$ cat config.mk
export PLATFORM = sky130hd
export DESIGN_NAME = itap_device_flat
export DESIGN_NICKNAME = d
export VERILOG_FILES = /design/src/common/itap_pkg.sv /design/src/common/itap_if.sv /design/src/hw/itap_device.sv /design/src/flat_wrapper.sv
export SDC_FILE = /design/constraint.sdc
export NUM_CORES = 1
export LEC_CHECK = 0
export BUFFER_PORTS_ARGS = -buffer_cell sky130_fd_sc_hd__clkbuf_2
export CORE_MARGIN = 3
export CORE_UTILIZATION = 45
export CTS_CLUSTER_SIZE = 14
export DETAILED_ROUTE_END_ITERATION = 7
export PLACE_DENSITY = 0.61
export SLEW_MARGIN = 20
export SYNTH_ARGS = -nofsm -noshare
export SYNTH_HDL_FRONTEND = slang
export SYNTH_SLANG_ARGS = --single-unit
$ cat constraint.sdc
create_clock -name clk -period 4.7 [get_ports clk]
set_input_delay 0.705 -clock clk [delete_from_list [all_inputs] [get_ports clk]]
set_output_delay 0.705 -clock clk [all_outputs]
set_load 0.01 [all_outputs]
$ cat src/common/itap_pkg.sv
package itap_pkg;
	typedef enum logic [3:0] {
		TAP_RESET, TAP_IDLE, TAP_SEL_DR, TAP_CAP_DR, TAP_SH_DR, TAP_EX1_DR, TAP_PAU_DR,
		TAP_EX2_DR, TAP_UPD_DR, TAP_SEL_IR, TAP_CAP_IR, TAP_SH_IR, TAP_EX1_IR,
		TAP_PAU_IR, TAP_EX2_IR, TAP_UPD_IR
	} itap_state_t;
	localparam int IR_W = 4;
	localparam int DR_W = 32;
	localparam int PRG_W = 8;
	localparam int IO_W = 8;
	// instruction codes, arbitrary choice
	localparam logic [IR_W-1:0] INS_IDCODE = 4'h1;
	localparam logic [IR_W-1:0] INS_PROG = 4'h2;
	localparam logic [IR_W-1:0] INS_DONE = 4'h3;
	localparam logic [IR_W-1:0] INS_BYPASS = 4'hF;
	// identification code, arbitrary value
	localparam logic [DR_W-1:0] DEV_IDCODE = 32'h1234_5A5B;
	// link clock divider: half period in system clocks (4 -> 320 ns period)
	localparam int TCK_HALF = 4;
	localparam int RESET_PULSES = 6;
	localparam int SH_CNT_W = 6;
	localparam logic [IR_W-1:0] IR_CAPTURE = 4'h1;
	// host command opcodes
	typedef enum logic [1:0] {
		CMD_RESET, CMD_IR, CMD_DR
	} itap_cmd_t;
endpackage

$ cat src/common/itap_if.sv
`timescale 1ns/10ps
interface itap_if;
	logic tck;
	logic tms;
	logic tdi;
	logic tdo;
	logic tdoOe;
	modport device (input tck, input tms, input tdi, output tdo, output tdoOe);
	modport host (output tck, output tms, output tdi, input tdo, input tdoOe);
endinterface

$ cat src/hw/itap_device.sv
`timescale 1ns/10ps
module itap_device
	import itap_pkg::*;
(
	// system
	input wire logic clk,
	input wire logic rst_n,
	// chain
	itap_if.device link,
	// user logic pins
	input wire logic [IO_W-1:0] userOut,
	input wire logic [IO_W-1:0] userOe,
	output logic [IO_W-1:0] pinOut,
	output logic [IO_W-1:0] pinOe,
	// programmed data stream
	output logic [PRG_W-1:0] prgData,
	output logic prgValid,
	input wire logic prgReady,
	output logic userMode
);
	typedef struct packed {
		logic [2:0] tckS;
		logic [1:0] tmsS;
		logic [1:0] tdiS;
		itap_state_t st;
		logic [IR_W-1:0] irSh;
		logic [IR_W-1:0] ir;
		logic [DR_W-1:0] drSh;
		logic tdo;
		logic tdoOe;
		logic prog;
		logic user;
		logic [1:0] bufV;
		logic [PRG_W-1:0] buf0;
		logic [PRG_W-1:0] buf1;
	} itap_dev_t;
	itap_dev_t s_r, s_nxt;
	logic rise, fall, tmsV, tdiV, push;

	always_comb begin
		s_nxt = s_r;
		s_nxt.tckS = {s_r.tckS[1:0], link.tck};
		s_nxt.tmsS = {s_r.tmsS[0], link.tms};
		s_nxt.tdiS = {s_r.tdiS[0], link.tdi};
		// edge detect on second and third stages only
		rise = s_r.tckS[1] & ~s_r.tckS[2];
		fall = ~s_r.tckS[1] & s_r.tckS[2];
		tmsV = s_r.tmsS[1];
		tdiV = s_r.tdiS[1];
		push = 1'b0;
		if (rise) begin
			case (s_r.st)
				TAP_RESET: s_nxt.st = tmsV ? TAP_RESET : TAP_IDLE;
				TAP_IDLE: s_nxt.st = tmsV ? TAP_SEL_DR : TAP_IDLE;
				TAP_SEL_DR: s_nxt.st = tmsV ? TAP_SEL_IR : TAP_CAP_DR;
				TAP_CAP_DR: s_nxt.st = tmsV ? TAP_EX1_DR : TAP_SH_DR;
				TAP_SH_DR: s_nxt.st = tmsV ? TAP_EX1_DR : TAP_SH_DR;
				TAP_EX1_DR: s_nxt.st = tmsV ? TAP_UPD_DR : TAP_PAU_DR;
				TAP_PAU_DR: s_nxt.st = tmsV ? TAP_EX2_DR : TAP_PAU_DR;
				TAP_EX2_DR: s_nxt.st = tmsV ? TAP_UPD_DR : TAP_SH_DR;
				TAP_UPD_DR: s_nxt.st = tmsV ? TAP_SEL_DR : TAP_IDLE;
				// tms high walks to reset within five
				TAP_SEL_IR: s_nxt.st = tmsV ? TAP_RESET : TAP_CAP_IR;
				TAP_CAP_IR: s_nxt.st = tmsV ? TAP_EX1_IR : TAP_SH_IR;
				TAP_SH_IR: s_nxt.st = tmsV ? TAP_EX1_IR : TAP_SH_IR;
				TAP_EX1_IR: s_nxt.st = tmsV ? TAP_UPD_IR : TAP_PAU_IR;
				TAP_PAU_IR: s_nxt.st = tmsV ? TAP_EX2_IR : TAP_PAU_IR;
				TAP_EX2_IR: s_nxt.st = tmsV ? TAP_UPD_IR : TAP_SH_IR;
				TAP_UPD_IR: s_nxt.st = tmsV ? TAP_SEL_DR : TAP_IDLE;
				default: s_nxt.st = TAP_RESET;
			endcase
			case (s_r.st)
				TAP_CAP_IR: s_nxt.irSh = IR_CAPTURE;
				TAP_SH_IR: s_nxt.irSh = {tdiV, s_r.irSh[IR_W-1:1]};
				TAP_UPD_IR: s_nxt.ir = s_r.irSh;
				TAP_CAP_DR: s_nxt.drSh = (s_r.ir == INS_IDCODE) ? DEV_IDCODE : '0;
				TAP_SH_DR: begin
					if (s_r.ir == INS_BYPASS) begin
						s_nxt.drSh = {{(DR_W-1){1'b0}}, tdiV};
					end else begin
						s_nxt.drSh = {tdiV, s_r.drSh[DR_W-1:1]};
					end
				end
				TAP_UPD_DR: begin
					if (s_r.ir == INS_PROG) begin
						s_nxt.prog = 1'b1;
						s_nxt.user = 1'b0;
						push = 1'b1;
					end else if (s_r.ir == INS_DONE && s_r.prog) begin
						s_nxt.prog = 1'b0;
						s_nxt.user = 1'b1;
					end
				end
				TAP_RESET: s_nxt.ir = INS_IDCODE;
				default: ;
			endcase
		end
		// tdo moves on falling edge only
		if (fall) begin
			s_nxt.tdoOe = (s_r.st == TAP_SH_DR) || (s_r.st == TAP_SH_IR);
			s_nxt.tdo = (s_r.st == TAP_SH_IR) ? s_r.irSh[0] : s_r.drSh[0];
		end
		// two-entry buffer; a full buffer drops the word, as the chain cannot stall
		if (prgValid && prgReady) begin
			s_nxt.buf0 = s_r.buf1;
			s_nxt.bufV = {1'b0, s_r.bufV[1]};
		end
		if (push) begin
			if (!s_nxt.bufV[0]) begin
				s_nxt.buf0 = s_r.drSh[PRG_W-1:0];
				s_nxt.bufV[0] = 1'b1;
			end else if (!s_nxt.bufV[1]) begin
				s_nxt.buf1 = s_r.drSh[PRG_W-1:0];
				s_nxt.bufV[1] = 1'b1;
			end
		end
	end

	always_ff @(posedge clk or negedge rst_n) begin
		if (!rst_n) begin
			s_r <= '0;
		end else begin
			s_r <= s_nxt;
		end
	end

	assign link.tdo = s_r.tdo;
	assign link.tdoOe = s_r.tdoOe;
	assign prgData = s_r.buf0;
	assign prgValid = s_r.bufV[0];
	assign userMode = s_r.user;
	assign pinOut = s_r.prog ? '0 : userOut;
	assign pinOe = s_r.prog ? '0 : userOe;
endmodule

$ cat src/flat_wrapper.sv
// flat-port wrapper written by rule: the top's interface ports become plain ports
module itap_device_flat import itap_pkg::*;
  (clk, rst_n, userOut, userOe, pinOut, pinOe, prgData, prgValid, prgReady, userMode, link_tck, link_tms, link_tdi, link_tdo, link_tdoOe);
  itap_if link_i ();
  input wire logic clk;
  input wire logic rst_n;
  input wire logic [IO_W-1:0] userOut;
  input wire logic [IO_W-1:0] userOe;
  output logic [IO_W-1:0] pinOut;
  output logic [IO_W-1:0] pinOe;
  output logic [PRG_W-1:0] prgData;
  output logic prgValid;
  input wire logic prgReady;
  output logic userMode;
  input wire logic [$bits(link_i.tck)-1:0] link_tck;
  input wire logic [$bits(link_i.tms)-1:0] link_tms;
  input wire logic [$bits(link_i.tdi)-1:0] link_tdi;
  output wire logic [$bits(link_i.tdo)-1:0] link_tdo;
  output wire logic [$bits(link_i.tdoOe)-1:0] link_tdoOe;
  assign link_i.tck = link_tck;
  assign link_i.tms = link_tms;
  assign link_i.tdi = link_tdi;
  assign link_tdo = link_i.tdo;
  assign link_tdoOe = link_i.tdoOe;
  itap_device u_core (.clk(clk), .rst_n(rst_n), .link(link_i), .userOut(userOut), .userOe(userOe), .pinOut(pinOut), .pinOe(pinOe), .prgData(prgData), .prgValid(prgValid), .prgReady(prgReady), .userMode(userMode));
endmodule
==> results of run 1 <==
==> through the flow <==
stage / cell area [sq um] / std cells / utilization, %
after floorplan: 3380 / 337 / -
after global placement: 3630 / 456 / 51.7
after detailed placement: 3630 / 456 / 51.7
after CTS: 3850 / 472 / 54.9
after global routing: 3850 / 472 / 54.9
final: 3850 / 472 / 54.9
==> cell type report <==
| class | count | area share [%] |
|---|---|---|
| Clock inverter | 7 | 2.63 |
| Multi-Input combinational cell | 227 | 35.9 |
| Inverter | 8 | 0.779 |
| Clock buffer | 9 | 3.21 |
| Tap cell | 96 | 3.12 |
| Sequential cell | 73 | 47.4 |
| Timing Repair Buffer | 52 | 6.95 |
==> per-layer routing <==
layer,up-vias,track usage [%],share of wire [%]
met2,46,22.7,44
met5,-,0,0
li1,1221,-,-
met4,0,5.49,1.4
met3,11,4.47,4.4
met1,1149,20.7,50
==> sequential cells by signal, summed over array words and instances, names as in the netlist <==
| name | count |
|---|---|
| u_core.link.tdoOe | 1 |
| u_core.s_nxt | 4 |
| u_core.prgValid | 1 |
| u_core.prgData | 8 |
| u_core.s_r | 57 |
| u_core.link.tdo | 1 |
| u_core.userMode | 1 |
==> Yosys cell counts, types with 4 or more instances <==
| master | count | share of area, % |
|---|---|---|
| dfrtp_1 | 73 | 54 |
| nand2b_1 | 5 | 0.93 |
| inv_1 | 8 | 0.89 |
| nand4_1 | 4 | 0.74 |
| nand3_1 | 7 | 1.0 |
| nor2b_1 | 20 | 3.7 |
| a31oi_1 | 4 | 0.74 |
| buf_4 | 9 | 2.0 |
| nand2_1 | 61 | 6.8 |
| nor2_1 | 6 | 0.67 |
| a22o_1 | 4 | 1.0 |
| clkbuf_1 | 18 | 2.0 |
| mux2_2 | 24 | 8.0 |
| a21oi_1 | 22 | 3.3 |
| o21ai_0 | 41 | 6.1 |
==> power by group through the flow <==
stage,combinational (W),clock (W),sequential (W)
3_5_place_dp,0.000403,0,0.000906
2_1_floorplan,0.000358,0,0.000831
4_1_cts,0.000405,0.000560,0.000894
3_3_place_gp,0.000393,0,0.000902
6_report,0.000401,0.000545,0.000896
5_1_grt,0.000460,0.000594,0.000919
==> worst max path at each step <==
stage	start	endpoint	slack (ns)
floorplan	u_core.s_r[64]$_DFFE_PN0P_	u_core.prgData[0]$_DFF_PN0_	2.72
finish	u_core.s_r[62]$_DFFE_PN0P_	u_core.s_r[36]$_DFFE_PN0P_	2.13
CTS	u_core.s_r[62]$_DFFE_PN0P_	u_core.s_r[37]$_DFFE_PN0P_	2.11
global placement	u_core.s_r[62]$_DFFE_PN0P_	u_core.s_r[40]$_DFFE_PN0P_	2.24
detailed placement	u_core.s_r[62]$_DFFE_PN0P_	u_core.s_r[37]$_DFFE_PN0P_	2.12
global route	u_core.s_r[62]$_DFFE_PN0P_	u_core.s_r[50]$_DFFE_PN0P_	1.83
==> worst max-delay path, delay by kind of cell (launching register included) <==
| family | cells | cell delay, ns |
|---|---|---|
| and+or+nand+nor | 2 | 1.48 |
| DFF | 1 | 0.65 |
| AOI/OAI and AO/OA | 2 | 0.34 |
==> layout by cell type (no fill, tap or decap), types with 2 or more instances in the layout <==
master      Yosys  routed
nor2_1          6       6
o21ai_0        41      41
nor3_1          2       2
bufinv_16       0       2
clkinvlp_4      0       2
nand4_1         4       4
a32oi_1         2       2
nor2b_1        20      20
inv_1           8       8
nand2b_1        5       5
a21oi_1        22      22
clkbuf_2        0      48
clkbuf_8        0       9
a22o_1          4       4
buf_4           9       3
dfrtp_1        73      73
inv_6           0       2
nand3_1         7       7
a31oi_1         4       4
a211oi_1        2       2
o211ai_1        2       2
nand2_1        61      61
mux2_2         24      24
mux2i_1         2       2
nor4b_2         1       2
==> cells by family after synthesis <==
logic type / share of synthesized area (%)
AO/OA/AOI/OAI: 13.8
flip-flops: 54.1
buffers and inverters: 5.15
AND/OR/NAND/NOR: 18.1
multiplexers: 8.59
XOR/XNOR: 0.259
==> flow_summary.ini, run 1 <==
[sta]
relSlewSlack_pct = 30.6
final.period_utilization_pct = 54.6
tightest_slew_ns = 1.04
finClkSkew_ns = 0.00551
fin_hold_ws_ns = 0.357
fin_ws_ns = 2.13
setup_viol_count_final = 0
rsz0062_at_grt = false
drv_slew = 0
timing.fmax_mhz = 389
final.min_clock_period_ns = 2.57
setup_tns_ns = 0
finalHoldViolCount = 0

[job]
maxCapViolCount = 0

[synth]
syn_nets = 359
synth.distinct_cells = 41
postSynthCellCount = 337
ys_seq_area_share_pct = 54.1
synth_flop_cell = dfrtp_1
synthesis.area_sq_um = 3380
ys_warn_count = 0
synth-async-reset-ratio_pct = 100
synth-seq-cells = 73
syn_area_per_cell_sq_um = 10.0
synth_edf_count = 0

[worst_setup_path]
timing.rr.start = u_core.s_r[62]$_DFFE_PN0P_
slowest_stage = and2_1
cp_max_fo = 31
arrival_ns = 2.82
reg2regPathDepth = 4
max_stage_delay_ns = 0.90
end_kind = flip-flop
rr_endpoint = u_core.s_r[36]$_DFFE_PN0P_
worstSetupPathType = flip-flop to flip-flop
critPathRequiredTime_ns = 4.96
cp-start-kind = flip-flop
rrSetupSlack_ns = 2.13
path_cells = nor4b_2 -> and2_1 -> a21oi_1 -> o21ai_0

[routing]
routed_wl_microns = 6170
drc = 0
drtAntennaViolNets = 0
wl_per_cell_microns = 13.1
first_pass_iters = 6
avgViaCountPerCell = 5.14
num_vias = 2427
drtIter0Drc = 73

[global_routing]
antenna_found_initial = 0
grt_pass1_wl_microns = 10400
grt.total_usage_pct = 15.1
grt_pass1_vias = 2202
overflow = 0
grt_max_degree = 65

[hold_path]
holdPathEnd = u_core.s_r[69]$_DFF_PN0_
hp-class = flip-flop to flip-flop
hp-start = u_core.s_nxt[69]$_DFF_PN0_
hold_depth = 0

[pwr]
power_w = 0.00184
ir_worst_vdd_mv = 0.230
combPwrFrac_pct = 21.8
p_sw_w = 0.000625
p_int_w = 0.00122
clkPwrFrac_pct = 29.6
p_sw_share_pct = 33.9
pwr-share-seq_pct = 48.6
p_leak_nw = 1.85
power_density_nw_per_um2 = 478

[clocking]
path_clk_slew_ns = 0.08
postCtsHoldBufs = 0
cts.sinks = 73
post_cts_buffers = 0
ctsResizeCount = 0
clk_latency_ns = 0.34
clockRootBuffer = clkbuf_8
cts_tree = done
clockBufferDepth = 2
cts_buffers = 9
htreeDepth = 3

[floorplan]
dieArea_sq_um = 8580
die_w_microns = 92.6
ios = 50
start_util_pct = 48.1
std_cell_rows = 30
core_area_sq_um = 7020
die_h_microns = 92.6

[cells_and_area]
layout-drive-gt1-share_pct = 26.6
ff_latch_area_sq_um = 1830
areaGrowthSynthToFinish_pct = 14.1
nNetsFinal = 393
fillers = 646
antenna-diode-count = 0
multi_input_area_sq_um = 1380

[outcome]
status = finished, final reports clean

[place]
dpl_worst_slack_ns = 2.12
hpwl_microns = 4100
portBuffers = 49
gp_congestion = 0.767
Power figures use the tool's default switching activity.
==> run 2, diff against run 1 <==
- clock period: 4.7 -> 2.7 ns (I/O delays scaled with it)
==> flow_summary.ini, run 2 (synthesis gave the netlist of run 1 again) <==
[outcome]
status = finished, final reports clean

[clocking]
cts.sinks = 73
ctsResizeCount = 0
clockBufferDepth = 2
clockRootBuffer = clkbuf_8
clk_latency_ns = 0.34
htreeDepth = 3
cts_tree = done
postCtsHoldBufs = 0
cts_buffers = 9
path_clk_slew_ns = 0.08
post_cts_buffers = 0

[cells_and_area]
ff_latch_area_sq_um = 1830
antenna-diode-count = 0
mostFrequentLayoutCells = dfrtp_1 (73), nand2_1 (61), clkbuf_2 (48)
regMostFlops = u_core.s_r
areaGrowthSynthToFinish_pct = 17.2
final_common_cell = dfrtp_1
nNetsFinal = 400
layout-drive-gt1-share_pct = 27.9
largest_reg_flops = 57
multi_input_area_sq_um = 1380
fillers = 645

[pwr]
p_leak_nw = 1.91
power_density_nw_per_um2 = 850
ir_worst_vdd_mv = 0.457

[routing]
num_vias = 2426
avgViaCountPerCell = 5.06
wl_per_cell_microns = 12.9
drc = 0
drtIter0Drc = 118
first_pass_iters = 4
routed_wl_microns = 6170
drtAntennaViolNets = 0

[sta]
final.period_utilization_pct = 78.4
fin_hold_ws_ns = 0.0585
rsz0062_at_grt = false
final.min_clock_period_ns = 2.12
finClkSkew_ns = 0.00570
setup_viol_count_final = 0
setup_tns_ns = 0
timing.fmax_mhz = 472
finalHoldViolCount = 0
drv_slew = 0
tightest_slew_ns = 0.588
relSlewSlack_pct = 60.8

[global_routing]
grt_pass1_vias = 2323
grt.total_usage_pct = 15.6
grt_max_degree = 65
antenna_found_initial = 0
grt_pass1_wl_microns = 10800
overflow = 0

[job]
maxCapViolCount = 0

[worst_setup_path]
reg2regPathDepth = 4
cp-start-kind = flip-flop
end_kind = flip-flop
rr_endpoint = u_core.prgData[0]$_DFF_PN0_
critPathRequiredTime_ns = 2.93
cp_max_fo = 14
arrival_ns = 2.35
rrSetupSlack_ns = 0.58
timing.rr.start = u_core.s_r[64]$_DFFE_PN0P_
worstSetupPathType = flip-flop to flip-flop

[place]
gp_congestion = 0.790
portBuffers = 49
hpwl_microns = 4190

[floorplan]
std_cell_rows = 30
core_area_sq_um = 7020
die_h_microns = 92.6
ios = 50
start_util_pct = 48.1
dieArea_sq_um = 8580
die_w_microns = 92.6

[hold_path]
hp-class = primary input to async pin
[run 2: power breakdown]
group	switching [W]	leakage (nW)	internal [W]	total (W)
logic	0.000508	0.819	0.000337	0.000845
clock network	0.000402	0.123	0.000642	0.00104
registers	0.000168	0.967	0.00131	0.00147
[run 2: cell type report]
class	instances	area share (%)
inverter	8	0.759
tap	96	3.03
timing repair buffer	59	8.72
multi-input combinational	227	35.0
clock inverter	6	2.91
clock buffer	10	3.48
sequential	73	46.1
[run 2: worst max-delay path by stage]
stage / start / end / cells past startpoint
detailed placement: u_core.s_r[64]$_DFFE_PN0P_ / u_core.prgData[4]$_DFF_PN0_ / 4
finish: u_core.s_r[64]$_DFFE_PN0P_ / u_core.prgData[0]$_DFF_PN0_ / 4
CTS: u_core.s_r[64]$_DFFE_PN0P_ / u_core.prgData[0]$_DFF_PN0_ / 4
global placement: u_core.s_r[64]$_DFFE_PN0P_ / u_core.prgData[7]$_DFF_PN0_ / 4
global route: u_core.s_r[64]$_DFFE_PN0P_ / u_core.prgData[0]$_DFF_PN0_ / 4
floorplan: u_core.s_r[64]$_DFFE_PN0P_ / u_core.prgData[0]$_DFF_PN0_ / 5
[run 2: metal layers]
layer | up-vias | track usage, % | part of all wire (%)
met2 | 51 | 23.9 | 44
met3 | 7 | 4.47 | 5.1
met4 | 0 | 5.86 | 1.3
met1 | 1133 | 21.2 | 50
li1 | 1235 | - | -
met5 | - | 0 | 0
[run 2: worst max-delay path: stages (launching register included)]
cell and delay (ns):
dfrtp_1 0.54, or4b_4 0.56, nor4_4 0.38, nand2_2 0.21, mux2_2 0.31
[run 2: stage by stage]
| step | std cells | instance area [sq um] | total power, W | worst slack, ns | utilization (%) |
|---|---|---|---|---|---|
| after CTS | 479 | 3960 | 0.00341 | 0.580 | 56.4 |
| after global routing | 479 | 3960 | 0.00359 | 0.434 | 56.4 |
| after floorplan | 337 | 3380 | 0.00207 | 0.725 | - |
| final | 479 | 3960 | 0.00336 | 0.583 | 56.4 |
| after detailed placement | 463 | 3710 | 0.00234 | 0.590 | 52.8 |
| after global placement | 463 | 3710 | 0.00232 | 0.605 | 52.8 |
